## src/rtl/itx_regs.svh

```systemverilog
// register offsets, field positions, reset values and codes of the block
`ifndef ITX_REGS_SVH
`define ITX_REGS_SVH

// ----------------------------------------------------------------------
// address map
// ----------------------------------------------------------------------
`define ITX_NUM_CTX      8
`define ITX_ADDR_W       12
`define ITX_SET_OFFSET   12'h200
`define ITX_CLR_OFFSET   12'h204
`define ITX_CTX_STRIDE   12'h010
`define ITX_BLOCK_SEL    5'h04
`define ITX_SET_SUB      2'h0
`define ITX_CLR_SUB      2'h1

// ----------------------------------------------------------------------
// control word fields
// ----------------------------------------------------------------------
`define ITX_ARM_BIT      31
`define ITX_TGT_HI       30
`define ITX_TGT_LO       16
`define ITX_RUN_BIT      15
`define ITX_WAKE_BIT     12
`define ITX_DEAD_BIT     11
`define ITX_ACT_BIT      10
`define ITX_CTRL_RESET   32'h00000000

// ----------------------------------------------------------------------
// cycle timer fields: two low seconds bits then the cycle number
// ----------------------------------------------------------------------
`define ITX_TMR_HI       26
`define ITX_TMR_LO       12

// ----------------------------------------------------------------------
// completion codes and skip tolerance
// ----------------------------------------------------------------------
`define ITX_EVT_ACK_COMPLETE  5'h01
`define ITX_EVT_DESC_READ     5'h02
`define ITX_EVT_DATA_READ     5'h03
`define ITX_EVT_TIMEOUT       5'h04
`define ITX_EVT_UNKNOWN       5'h1F
`define ITX_MAX_SKIPS         3'h7
`define ITX_FIFO_DEPTH        32
`define ITX_FIFO_WIDTH        8

`endif

```

## src/rtl/itx_pkg.sv

```systemverilog
// types shared by the transmit context control files
package itx_pkg;

   // ----------------------------------------------------------------------
   // one context's control state
   // ----------------------------------------------------------------------
   typedef struct packed {
      logic        arm;     // cycle_match_arm
      logic [14:0] target;  // target_cycle_value
      logic        run;     // processing enabled by software
      logic        wake;    // resume request
      logic        dead;    // fatal error seen
      logic        active;  // processing descriptors
      logic [4:0]  code;    // completion code
   } itx_ctx_t;

   // register access decode
   typedef enum logic [1:0] {
      ITX_ACC_NONE = 2'h0,
      ITX_ACC_SET  = 2'h1,
      ITX_ACC_CLR  = 2'h2
   } itx_acc_t;

endpackage : itx_pkg

```

## src/rtl/itx_stream_if.sv

```systemverilog
// valid/ready carrier between the completion buffer and the control core
`timescale 1ns/100ps
interface itx_stream_if #(parameter int WIDTH = 8);
   logic             valid;  // word present
   logic             ready;  // consumer takes it
   logic [WIDTH-1:0] data;   // word
   modport src (output valid, output data, input ready);
   modport snk (input valid, input data, output ready);
endinterface : itx_stream_if

```

## src/rtl/itx_ctx_ctrl.sv

```systemverilog
// control and status core of eight isochronous transmit contexts
//
// Summary of operation
// - armed context sends first packet on target cycle
// - target is two seconds bits plus cycle number
// - armed context starts only on timer match
// - hardware clears arm once context is active
// - descriptor fetch may start before target cycle
// - run changes only by software or reset
// - software sets wake, a fetch clears it unless wake is set in the same cycle
// - fatal error sets dead, run clear clears
// - active shows processing, resets to zero
// - reserved bits 14:13 and 9:8 read zero
// - speed field carries nothing for transmit
// - completion code stored after last output command
// - eight contexts, set at 200h+16n, clear +4
// - up to seven skipped cycles tolerated
`timescale 1ns/100ps
module itx_ctx_ctrl (
   input  wire logic                     ref_clk_i,
   input  wire logic                     rst_n_i,
   input  wire logic                     soft_reset_i,
   input  wire logic [11:0]              addr_i,
   input  wire logic [31:0]              wdata_i,
   input  wire logic                     wr_i,
   input  wire logic                     rd_i,
   output      logic [31:0]              rdata_o,
   input  wire logic [31:0]              cycle_timer_i,
   input  wire logic                     cycle_start_i,
   input  wire logic [7:0]               fetch_i,
   input  wire logic [7:0]               idle_i,
   input  wire logic [7:0]               fatal_i,
   input  wire logic [7:0]               overflow_i,
   input  wire logic                     cmpl_valid_i,
   output      logic                     cmpl_ready_o,
   input  wire logic [7:0]               cmpl_data_i,
   output      logic [7:0]               run_o,
   output      logic [7:0]               fetch_en_o,
   output      logic [7:0]               tx_en_o,
   output      logic [7:0]               wake_o,
   output      logic [7:0]               dead_o,
   output      logic                     fatal_error_event_o
);
   `include "itx_regs.svh"

   // ----------------------------------------------------------------------
   // decode and packing helpers
   // ----------------------------------------------------------------------
   // which register of the block an address names
   function automatic itx_pkg::itx_acc_t acc_decode(
      input logic [11:0] a
   );
      itx_pkg::itx_acc_t r;
      r = itx_pkg::ITX_ACC_NONE;
      if (a[11:7] == `ITX_BLOCK_SEL && a[1:0] == 2'h0) begin
         if (a[3:2] == `ITX_SET_SUB) begin
            r = itx_pkg::ITX_ACC_SET;
         end else if (a[3:2] == `ITX_CLR_SUB) begin
            r = itx_pkg::ITX_ACC_CLR;
         end
      end
      return r;
   endfunction : acc_decode

   // control word as software sees it
   function automatic logic [31:0] pack_ctrl(input itx_pkg::itx_ctx_t c);
      logic [31:0] w;
      w = `ITX_CTRL_RESET;  // reserved and speed bits stay zero
      w[`ITX_ARM_BIT]              = c.arm;
      w[`ITX_TGT_HI:`ITX_TGT_LO]   = c.target;
      w[`ITX_RUN_BIT]              = c.run;
      w[`ITX_WAKE_BIT]             = c.wake;
      w[`ITX_DEAD_BIT]             = c.dead;
      w[`ITX_ACT_BIT]              = c.active;
      w[4:0]                       = c.code;
      return w;
   endfunction : pack_ctrl

   // ----------------------------------------------------------------------
   // state
   // ----------------------------------------------------------------------
   itx_pkg::itx_ctx_t ctx_q    [`ITX_NUM_CTX];  // context state
   itx_pkg::itx_ctx_t next_ctx [`ITX_NUM_CTX];
   logic [2:0]        skip_q   [`ITX_NUM_CTX];  // consecutive skips
   logic [2:0]        next_skip[`ITX_NUM_CTX];
   logic [31:0]       next_rdata;               // read answer
   logic              next_fatal_evt;           // skip limit pulse
   itx_pkg::itx_acc_t wr_acc;                   // write decode
   itx_pkg::itx_acc_t rd_acc;                   // read decode
   logic [2:0]        sel;                      // context index
   logic [7:0]        match;                    // timer equals target
   logic [119:0]      targets;                  // targets, packed
   logic              drain_fire;               // code taken from fifo
   logic [31:0]       rd_word;                  // word of addressed ctx

   itx_stream_if #(.WIDTH(`ITX_FIFO_WIDTH)) cmpl_q ();

   // ----------------------------------------------------------------------
   // completion buffer and comparators
   // ----------------------------------------------------------------------
   itx_fifo #(
      .WIDTH (`ITX_FIFO_WIDTH),
      .DEPTH (`ITX_FIFO_DEPTH)
   ) u_fifo (
      .ref_clk_i  (ref_clk_i),
      .rst_n_i    (rst_n_i),
      .clear_i    (soft_reset_i),
      .in_valid_i (cmpl_valid_i),
      .in_ready_o (cmpl_ready_o),
      .in_data_i  (cmpl_data_i),
      .out        (cmpl_q.src)
   );

   for (genvar n = 0; n < `ITX_NUM_CTX; n++) begin : g_tgt
      assign targets[n*15 +: 15] = ctx_q[n].target;
      assign run_o[n]      = ctx_q[n].run;
      assign fetch_en_o[n] = ctx_q[n].run && !ctx_q[n].dead;
      assign tx_en_o[n]    = ctx_q[n].active;
      assign wake_o[n]     = ctx_q[n].wake;
      assign dead_o[n]     = ctx_q[n].dead;
   end

   itx_cycle_match u_match (
      .cycle_timer_i (cycle_timer_i),
      .targets_i     (targets),
      .match_o       (match)
   );

   // ----------------------------------------------------------------------
   // bus decode
   // ----------------------------------------------------------------------
   assign wr_acc  = wr_i ? acc_decode(addr_i) : itx_pkg::ITX_ACC_NONE;
   assign rd_acc  = rd_i ? acc_decode(addr_i) : itx_pkg::ITX_ACC_NONE;
   assign sel     = addr_i[6:4];
   assign rd_word = pack_ctrl(ctx_q[sel]);
   // codes are not taken while software writes, which keeps the update
   // order simple at the cost of buffer drain in every cycle with wr_i high
   assign cmpl_q.ready = !wr_i;
   assign drain_fire   = cmpl_q.valid && cmpl_q.ready;

   // ----------------------------------------------------------------------
   // context next state
   // ----------------------------------------------------------------------
   always_comb begin
      logic [31:0] set_m;
      logic [31:0] clr_m;
      logic        run_fall;
      logic        skip_fatal;
      logic        go;
      set_m          = `ITX_CTRL_RESET;
      clr_m          = `ITX_CTRL_RESET;
      run_fall       = 1'b0;
      skip_fatal     = 1'b0;
      go             = 1'b0;
      next_fatal_evt = 1'b0;
      for (int n = 0; n < `ITX_NUM_CTX; n++) begin
         next_ctx[n]  = ctx_q[n];
         next_skip[n] = skip_q[n];
         // strobed masks for this context only
         set_m = (wr_acc == itx_pkg::ITX_ACC_SET && sel == 3'(n)) ?
                 wdata_i : `ITX_CTRL_RESET;
         clr_m = (wr_acc == itx_pkg::ITX_ACC_CLR && sel == 3'(n)) ?
                 wdata_i : `ITX_CTRL_RESET;
         // run and target: software only
         next_ctx[n].run = (ctx_q[n].run | set_m[`ITX_RUN_BIT]) &
                           ~clr_m[`ITX_RUN_BIT];
         next_ctx[n].target = (ctx_q[n].target |
                               set_m[`ITX_TGT_HI:`ITX_TGT_LO]) &
                              ~clr_m[`ITX_TGT_HI:`ITX_TGT_LO];
         run_fall = ctx_q[n].run && !next_ctx[n].run;
         // arm: a software set beats the hardware clear
         next_ctx[n].arm = set_m[`ITX_ARM_BIT] |
                           (ctx_q[n].arm & ~clr_m[`ITX_ARM_BIT] &
                            ~ctx_q[n].active);
         // wake: set beats the clear from a fetch
         next_ctx[n].wake = set_m[`ITX_WAKE_BIT] |
                            (ctx_q[n].wake & ~fetch_i[n]);
         // skip counting; a clean cycle start restarts the count
         skip_fatal = 1'b0;
         if (overflow_i[n] && ctx_q[n].run && !ctx_q[n].dead) begin
            if (skip_q[n] == `ITX_MAX_SKIPS) begin
               skip_fatal   = 1'b1;
               next_skip[n] = 3'h0;
            end else begin
               next_skip[n] = skip_q[n] + 3'h1;
            end
         end else if (cycle_start_i || !ctx_q[n].run) begin
            next_skip[n] = 3'h0;
         end
         // dead: a new fault wins over the run clear
         next_ctx[n].dead = fatal_i[n] | skip_fatal |
                            (ctx_q[n].dead & ~run_fall);
         // active: armed contexts wait for the timer to match
         go = ctx_q[n].run && !ctx_q[n].dead && !idle_i[n] &&
              (ctx_q[n].active || !ctx_q[n].arm || match[n]);
         next_ctx[n].active = go && next_ctx[n].run &&
                              !next_ctx[n].dead;
         // completion code from the buffer, timeout overrides it
         if (drain_fire && cmpl_q.data[7:5] == 3'(n)) begin
            next_ctx[n].code = cmpl_q.data[4:0];
         end
         if (skip_fatal) begin
            next_ctx[n].code = `ITX_EVT_TIMEOUT;
            next_fatal_evt   = 1'b1;
         end
         if (soft_reset_i) begin
            next_ctx[n]  = '0;
            next_skip[n] = 3'h0;
         end
      end
      if (soft_reset_i) begin
         next_fatal_evt = 1'b0;
      end
   end

   // read answer: only in the cycle after the strobe, zero otherwise
   always_comb begin
      next_rdata = `ITX_CTRL_RESET;
      if (rd_acc != itx_pkg::ITX_ACC_NONE) begin
         next_rdata = rd_word;
      end
   end

   // ----------------------------------------------------------------------
   // registers
   // ----------------------------------------------------------------------
   always_ff @(posedge ref_clk_i or negedge rst_n_i) begin
      if (!rst_n_i) begin
         for (int n = 0; n < `ITX_NUM_CTX; n++) begin
            ctx_q[n]  <= '0;
            skip_q[n] <= 3'h0;
         end
         rdata_o             <= `ITX_CTRL_RESET;
         fatal_error_event_o <= 1'b0;
      end else begin
         for (int n = 0; n < `ITX_NUM_CTX; n++) begin
            ctx_q[n]  <= next_ctx[n];
            skip_q[n] <= next_skip[n];
         end
         rdata_o             <= next_rdata;
         fatal_error_event_o <= next_fatal_evt;
      end
   end

   // ----------------------------------------------------------------------
   // checks
   // ----------------------------------------------------------------------
   for (genvar n = 0; n < `ITX_NUM_CTX; n++) begin : g_chk
      arm_auto_clear_a : assert property (
         @(posedge ref_clk_i) disable iff (!rst_n_i)
         ctx_q[n].active && !soft_reset_i &&
         !(wr_acc == itx_pkg::ITX_ACC_SET && sel == 3'(n) &&
           wdata_i[`ITX_ARM_BIT]) |=> !ctx_q[n].arm)
         else $error("arm not cleared after active");

      start_on_match_a : assert property (
         @(posedge ref_clk_i) disable iff (!rst_n_i)
         $rose(ctx_q[n].active) |->
            $past(!ctx_q[n].arm || match[n]))
         else $error("armed context started off target cycle");

      run_sw_only_a : assert property (
         @(posedge ref_clk_i) disable iff (!rst_n_i)
         $changed(ctx_q[n].run) |->
            $past(soft_reset_i || (wr_i && sel == 3'(n))))
         else $error("run changed without software");

      wake_fetch_clr_a : assert property (
         @(posedge ref_clk_i) disable iff (!rst_n_i)
         fetch_i[n] && !(wr_acc == itx_pkg::ITX_ACC_SET &&
                         sel == 3'(n) && wdata_i[`ITX_WAKE_BIT])
         |=> !ctx_q[n].wake)
         else $error("wake survived a fetch");

      dead_run_clr_a : assert property (
         @(posedge ref_clk_i) disable iff (!rst_n_i)
         ctx_q[n].run && wr_acc == itx_pkg::ITX_ACC_CLR &&
         sel == 3'(n) && wdata_i[`ITX_RUN_BIT] && !fatal_i[n]
         |=> !ctx_q[n].dead && !ctx_q[n].run ##1 !ctx_q[n].active)
         else $error("run clear left dead or active set");

      fatal_sets_dead_a : assert property (
         @(posedge ref_clk_i) disable iff (!rst_n_i)
         fatal_i[n] && !soft_reset_i |=> ctx_q[n].dead && !tx_en_o[n])
         else $error("fatal error did not kill context");

      skip_limit_a : assert property (
         @(posedge ref_clk_i) disable iff (!rst_n_i)
         overflow_i[n] && ctx_q[n].run && !ctx_q[n].dead &&
         skip_q[n] == `ITX_MAX_SKIPS && !soft_reset_i
         |=> ctx_q[n].dead && ctx_q[n].code == `ITX_EVT_TIMEOUT &&
             fatal_error_event_o)
         else $error("eighth skip not fatal");
   end

   code_capture_a : assert property (
      @(posedge ref_clk_i) disable iff (!rst_n_i)
      drain_fire && !soft_reset_i && !overflow_i[cmpl_q.data[7:5]]
      |=> ctx_q[$past(cmpl_q.data[7:5])].code == $past(cmpl_q.data[4:0]))
      else $error("completion code not stored");

   read_word_a : assert property (
      @(posedge ref_clk_i) disable iff (!rst_n_i)
      rd_acc != itx_pkg::ITX_ACC_NONE |=>
         rdata_o == $past(rd_word) && rdata_o[14:13] == 2'h0 &&
         rdata_o[9:5] == 5'h00)
      else $error("read answer wrong");

   read_idle_a : assert property (
      @(posedge ref_clk_i) disable iff (!rst_n_i)
      !rd_i |=> rdata_o == `ITX_CTRL_RESET)
      else $error("read data outside answer cycle");

endmodule : itx_ctx_ctrl

```

## src/rtl/itx_cycle_match.sv

```systemverilog
// per-context comparison of the cycle timer against the target cycle
`timescale 1ns/100ps
`include "itx_regs.svh"
module itx_cycle_match (
   input  wire logic [31:0]                  cycle_timer_i,
   input  wire logic [`ITX_NUM_CTX*15-1:0]   targets_i,
   output      logic [`ITX_NUM_CTX-1:0]      match_o
);
   logic [14:0] now_cycle;  // low seconds bits and cycle number

   // ----------------------------------------------------------------------
   // compare
   // ----------------------------------------------------------------------
   assign now_cycle = cycle_timer_i[`ITX_TMR_HI:`ITX_TMR_LO];

   // one comparator per context
   for (genvar n = 0; n < `ITX_NUM_CTX; n++) begin : g_cmp
      assign match_o[n] = (targets_i[n*15 +: 15] == now_cycle);
   end

endmodule : itx_cycle_match

```

## src/rtl/itx_fifo.sv

```systemverilog
// flip-flop fifo holding completion reports from the link side
`timescale 1ns/100ps
module itx_fifo #(
   parameter int WIDTH = 8,
   parameter int DEPTH = 32
) (
   input  wire logic             ref_clk_i,
   input  wire logic             rst_n_i,
   input  wire logic             clear_i,
   input  wire logic             in_valid_i,
   output      logic             in_ready_o,
   input  wire logic [WIDTH-1:0] in_data_i,
   itx_stream_if.src             out
);
   localparam int AW = $clog2(DEPTH);

   logic [WIDTH-1:0] mem [DEPTH];  // storage
   logic [AW:0]      wr_ptr;       // write pointer with wrap bit
   logic [AW:0]      rd_ptr;       // read pointer with wrap bit
   logic [AW:0]      next_wr_ptr;
   logic [AW:0]      next_rd_ptr;
   logic             full;
   logic             empty;

   // ----------------------------------------------------------------------
   // flags and handshakes
   // ----------------------------------------------------------------------
   assign empty      = (wr_ptr == rd_ptr);
   assign full       = (wr_ptr[AW] != rd_ptr[AW]) &&
                       (wr_ptr[AW-1:0] == rd_ptr[AW-1:0]);
   assign in_ready_o = !full;
   assign out.valid  = !empty;
   assign out.data   = mem[rd_ptr[AW-1:0]];

   // pointer next values; clear drops everything queued
   always_comb begin
      next_wr_ptr = wr_ptr;
      next_rd_ptr = rd_ptr;
      if (in_valid_i && !full) begin
         next_wr_ptr = wr_ptr + 1'b1;
      end
      if (out.ready && !empty) begin
         next_rd_ptr = rd_ptr + 1'b1;
      end
      if (clear_i) begin
         next_wr_ptr = '0;
         next_rd_ptr = '0;
      end
   end

   // pointer registers
   always_ff @(posedge ref_clk_i or negedge rst_n_i) begin
      if (!rst_n_i) begin
         wr_ptr <= '0;
         rd_ptr <= '0;
      end else begin
         wr_ptr <= next_wr_ptr;
         rd_ptr <= next_rd_ptr;
      end
   end

   // storage needs no reset: a word is only read after being written
   always_ff @(posedge ref_clk_i) begin
      if (in_valid_i && !full) begin
         mem[wr_ptr[AW-1:0]] <= in_data_i;
      end
   end

   // a full fifo never advances its write pointer
   fifo_no_over_a : assert property (
      @(posedge ref_clk_i) disable iff (!rst_n_i)
      full && !out.ready && !clear_i |=> $stable(wr_ptr))
      else $error("fifo pointer moved while full");

endmodule : itx_fifo

```

## config.mk

```make
export PLATFORM = sky130hd
export DESIGN_NAME = itx_ctx_ctrl
export DESIGN_NICKNAME = d
export VERILOG_FILES = /design/src/rtl/itx_pkg.sv /design/src/rtl/itx_stream_if.sv /design/src/rtl/itx_ctx_ctrl.sv /design/src/rtl/itx_cycle_match.sv /design/src/rtl/itx_fifo.sv
export VERILOG_INCLUDE_DIRS = /design/src /design/src/rtl
export SDC_FILE = /design/constraint.sdc
export NUM_CORES = 1
export LEC_CHECK = 0
export BUFFER_PORTS_ARGS = -buffer_cell sky130_fd_sc_hd__buf_2
export CAP_MARGIN = 20
export CORE_UTILIZATION = 45
export DETAILED_ROUTE_END_ITERATION = 7
export PLACE_DENSITY = 0.62
export REMOVE_ABC_BUFFERS = 1
export SLEW_MARGIN = 20
export SYNTH_ARGS = -nofsm -noshare
export SYNTH_HDL_FRONTEND = slang
export SYNTH_SLANG_ARGS = --single-unit
export TNS_END_PERCENT = 10
```

## constraint.sdc

```tcl
create_clock -name ref_clk_i -period 3.5 [get_ports ref_clk_i]
set_clock_uncertainty 0.15 [all_clocks]
set_input_delay 0.7 -clock ref_clk_i [delete_from_list [all_inputs] [get_ports ref_clk_i]]
set_output_delay 0.7 -clock ref_clk_i [all_outputs]
set_load 0.01 [all_outputs]
```

---- After elaboration in Yosys (flattened, before gate mapping) ----
Memory sizes are Yosys's and may differ from the RTL's.
Cells that the tools add are included.
cells by class
  equal/unequal tests ..................... 37
  multiplexer cells ....................... 112
  $lt $le $gt $ge ......................... 1
  $add $sub $neg .......................... 10
  bitwise operators ....................... 145
  reductions and logical operators ........ 190
operators by type and width
  operator                                       number
  2-to-1 mux 32 bit                              17
  2-to-1 mux 25 bit                              10
  AND 15 bit                                     8
  == test 15 bit                                 8
  inverter 15 bit                                8
  OR 15 bit                                      8
  2-to-1 mux 3 bit                               32
  logical AND 1 bit                              92
  2-to-1 mux 5 bit                               16
  binary-select mux 25 bit (select 3 bit)        1
  zero test 1 bit                                51
  == test 3 bit, second input constant           16
  nonzero test 3 bit                             16
  AND 1 bit                                      40
  inverter 1 bit                                 40
  OR 1 bit                                       40
  2-to-1 mux 1 bit                               27
  adder 3 x 1 -> 3 bit, second input constant    8
  logical OR 1 bit                               24
  2-to-1 mux 6 bit                               4
  adder 6 x 1 -> 6 bit, second input constant    2
  == test 3 x 2 -> 1 bit, second input constant  4
  2-to-1 mux 2 bit                               5
  == test 3 x 1 -> 1 bit, second input constant  2
  other kinds (11)                               16
storage, ports and cells
  output and inout bits ................... 74
  memory bits (writable) .................. 256
  input port bits ......................... 123
  register bits after elaboration ......... 269
  word-level logic and storage cells ...... 564
  memories kept ........................... 1
memories
  memory      words  width  read ports  clocked after Yosys merged registers in  wr ports  RTL line        text
  u_fifo.mem  32     8      1           0                                        1         itx_fifo.sv:17  logic [WIDTH-1:0] mem [DEPTH];

---- Longest topological paths before layout ----
  depth after elaboration ................. 18
  depth in mapped cells ................... 12
  gate-level depth less buffers ........... 6

---- Modules after synthesis ----
A second synthesis with hierarchy kept.
unflattened totals
  cells, all modules ...................... 1,879
  area, all modules ....................... 24,945.2 µm²
by module, submodules not included
  module           instances  sequential area each (µm²)  cells an instance  area each (µm²)
  itx_ctx_ctrl     1          6,256.0                     1,215              12,844.8
  itx_fifo         1          7,987.7                     489                10,608.9
  itx_cycle_match  1          0.0                         175                1,491.4

---- Worst setup path after synthesis ----
No wires, ideal clock.
  path type ............................... input to register
  start ................................... input addr_i[10]
  end ..................................... register ctx_q[166] (netlist name)
  arrival time ............................ 2.754 ns
  setup time .............................. 0.094 ns
  slack ................................... 0.502 ns
  buffers on the path ..................... 2
  required time ........................... 3.256 ns
  stages .................................. 7
  path through ............................ nor4b_2 > or4b_2 > clkbuf_1 > nor2_1 > clkbuf_1 > a21oi_1 > a211oi_1
RTL lines
  element                        RTL line             text
  start, declared                itx_ctx_ctrl.sv:23   input wire logic [11:0] addr_i,
  end signal, assigned by index  itx_ctx_ctrl.sv:237  ctx_q[n] <= next_ctx[n];
  end, declared                  itx_ctx_ctrl.sv:82   itx_pkg::itx_ctx_t ctx_q [`ITX_NUM_CTX];

---- Worst setup path after layout ----
  start ................................... register u_fifo.rd_ptr[1]
  end ..................................... register ctx_q[127] (netlist name)
between the ends
  cells in the longest elaborated chain, start to end .. 5
  elaborated cells on any way between the ends .. 10
  those cells by class .................... 2 x eq/ne; 3 x mux; 4 x reduce/logical; 1 x memory
RTL lines
  element                                                                      RTL line        text
  start, declared                                                              itx_fifo.sv:19  logic [AW:0] rd_ptr;
  start signal, assigned                                                       itx_fifo.sv:58  rd_ptr <= next_rd_ptr;
  parallel branches: the longest is 5 deep, another holds memory (32 x 8 bit)  n/a
Parallel ways; which one is timed is not known. The select of a mux whose other input is x is not followed.
A chain may end at the register's enable or synchronous reset.

==> results.cfg <==
[outcome]
status = complete, no violations

[yosys]
async_flop_share_pct = 50.6
syn_inst = 1858
synth-edff-count = 256
avgSynthCellArea_um2 = 13.1
yosysSeqAreaShare_pct = 58.4
synth_ff_type = dfrtp_1
ys_ff_latch = 518
synth_warnings = 0
synth_cell_types = 60
syn-cell-area_mm2 = 0.0244

[floorplanning]
die_area_mm2 = 0.0552
core-area_mm2 = 0.0531
rows = 84
start_util_pct = 46.0
ioPinCount = 197
die_h_um = 235
die_w_um = 235

[grt]
grt.total_usage_pct = 24.7
grt_overflow_total = 0
grt_pass1_wl_um = 104000
grt_pass1_vias = 16743
antenna_found_initial = 4
grt_max_degree = 86

[clock_tree]
post_cts_buffers = 0
clk_latency_ps = 630
hold_buffers = 1
root_buffer = clkbuf_16
htreeDepth = 2
clkSlewWorstSetupHoldPaths_ps = 60
cts_resized = 0
cts_tree = built
cts-buffers-inserted = 54
clockBufferDepth = 3
cts.sinks = 518

[worst_setup_path]
reg2reg_to = ctx_q[127]
cp-end-kind = register
reg2reg_depth = 8
critPathArrivalTime_ps = 3610
required_ps = 3830
worst-setup-path-type = register to register
cp-start-kind = register
rrSetupSlack_ps = 220
worst-path-max-fanout = 23
worstReg2RegStart = u_fifo.rd_ptr[1]

[route]
postRouteAntennaNets = 0
wl_per_cell_um = 24.7
first_pass_iters = 5
post_drt_via_cell_ratio = 6.01
drt_first_iter_violations = 1516
wirelength_um = 67600
num_vias = 16419
drc = 0

[final_layout]
multiInputGateArea_mm2 = 0.00931
seqCellArea_mm2 = 0.0143
area_delta_synth_final_pct = 14.0
fillers = 4501
postLayoutCellArea_mm2 = 0.0278
fin_nets = 2145
layout_common_cells = 260 x dfrtp_1, 256 x edfxtp_1, 172 x a21oi_1
drive_gt1_share_pct = 23.0
final_common_cell = dfrtp_1

[pwr]
p_switching_mw = 3.35
pwr-share-clk_pct = 41.0
ir_drop_v = 0.000375
combPwrFrac_pct = 11.0
seqPwrFrac_pct = 48.0
powerDensity_mw_per_mm2 = 487
netSwitchingFraction_pct = 24.7
leakage_nw = 10.8
p_int_mw = 10.2

[timing]
final-hold-violation-count = 0
fin_tns_setup_ps = 0
worst-slew-pin-transition_ps = 743
rsz0062_at_grt = false
slew_headroom_pct = 50.0
period_needed_ps = 3280
finalSetupViolCount = 0
drv_slew = 0
max_freq_ghz = 0.305
fin_crit_sh_pct = 93.6

[run]
cap_viol_max_count = 0

[placed_design]
place_area_mm2 = 0.0261
port_buffers = 158
place.gp.congestion = 0.923
dp_hpwl_um = 45800

[hold_path]
min_path_type = primary input to register
min_from = fatal_i[6]
min_path_cells = 3
hold_end = dead_o[6]
[power by group through the flow]
stage / Sequential, mW / Combinational (mW) / Clock (mW)
after floorplan: 6.71 / 0.714 / 0
after global placement: 6.63 / 1.47 / 0
after detailed placement: 6.63 / 1.50 / 0
after CTS: 6.51 / 1.50 / 5.66
after global routing: 6.52 / 1.61 / 5.86
final: 6.51 / 1.49 / 5.55
[per-layer routing]
layer / wire length, um / GRT usage, % / vias to the layer above
li1: - / - / 7277
met1: 28800 / 33.5 / 8384
met2: 32000 / 39.6 / 627
met3: 4770 / 5.06 / 129
met4: 2010 / 8.53 / 2
met5: 11 / 0 / -
[worst max-delay path, stage by stage (launching register included)]
cell and delay [ps]:
dfrtp_4 670, buf_4 350, mux4_2 360, mux2i_1 340, o22ai_1 140, a211oi_1 290
buf_4 210, or4b_1 460, o311a_1 140
[how the worst max path moves through the flow]
stage,start,end,slack [ps],cells past startpoint
floorplan,u_fifo.rd_ptr[0],ctx_q[177],-1650,6
global placement,u_fifo.rd_ptr[1],ctx_q[152],280,8
detailed placement,u_fifo.rd_ptr[1],ctx_q[127],300,8
CTS,u_fifo.rd_ptr[1],ctx_q[127],260,8
global route,u_fifo.rd_ptr[1],ctx_q[177],140,8
finish,u_fifo.rd_ptr[1],ctx_q[127],220,8
[metrics by stage]
stage          power, mW  hold slack, ps  setup WS [ps]  utilization (%)  std cells
3_3_place_gp        8.10             354            279             49.2       2632
6_report            13.6             196            223             52.4       2734
4_1_cts             13.7             172            263             52.4       2732
2_1_floorplan       7.43             254          -1650                -       1687
3_5_place_dp        8.13             361            304             49.2       2632
5_1_grt             14.0             191            139             52.4       2733
[registers in the layout (all words and copies together), names as in the netlist]
signal,count
u_fifo.mem,256
ctx_q,168
rdata_o,25
skip_q,24
dead_o,8
run_o,8
tx_en_o,8
wake_o,8
u_fifo.rd_ptr,6
u_fifo.wr_ptr,6
fatal_error_event_o,1
[Yosys cell counts, drive strengths merged, types with 4 or more instances]
cell    number  area share [%]
xor2        94             3.4
a31oi       17            0.44
xnor2       43             1.5
edfxtp     256              32
inv         11            0.17
mux4       105             9.7
nor2b       28            0.72
mux2i       86             3.5
nand3b       4            0.12
and2         5            0.13
buf         74             2.0
a211oi     150             4.6
or4b         4            0.16
nand4b       7            0.25
nand2       76             1.2
o211ai      10            0.31
and3        17            0.44
nand3       47            0.96
nand4       16            0.41
a21oi      172             3.5
nor2       142             2.2
o221a        4            0.18
nor3        12            0.25
nor4        29            0.74
a21boi       4            0.12
ha          21             1.1
o21ai        4           0.082
a22oi        4            0.12
dfrtp      262              27
o211a        4            0.16
clkbuf     103             1.6
nor3b        9            0.28
nand2b       9            0.23
[area by class of cell]
| cell class | instances | area share (%) |
|---|---|---|
| antenna | 2 | 0.0180 |
| clock buffer | 78 | 5.43 |
| clock inverter | 21 | 0.706 |
| inverter | 11 | 0.148 |
| multi-input combinational | 1158 | 33.5 |
| sequential | 518 | 51.2 |
| tap | 688 | 3.09 |
| timing repair buffer | 258 | 5.93 |
[cells by family after synthesis]
family,after synthesis,share of synthesized area [%]
xor gates and xnor gates,137,4.92
adders and majority gates,21,1.08
and+or+nand+nor,412,8.33
muxes,192,13.3
AOI/OAI and AO/OA,389,10.3
DFF,518,58.4
buffers and inverters,188,3.72
other,1,0.0154
Power figures use the tool's default switching activity.
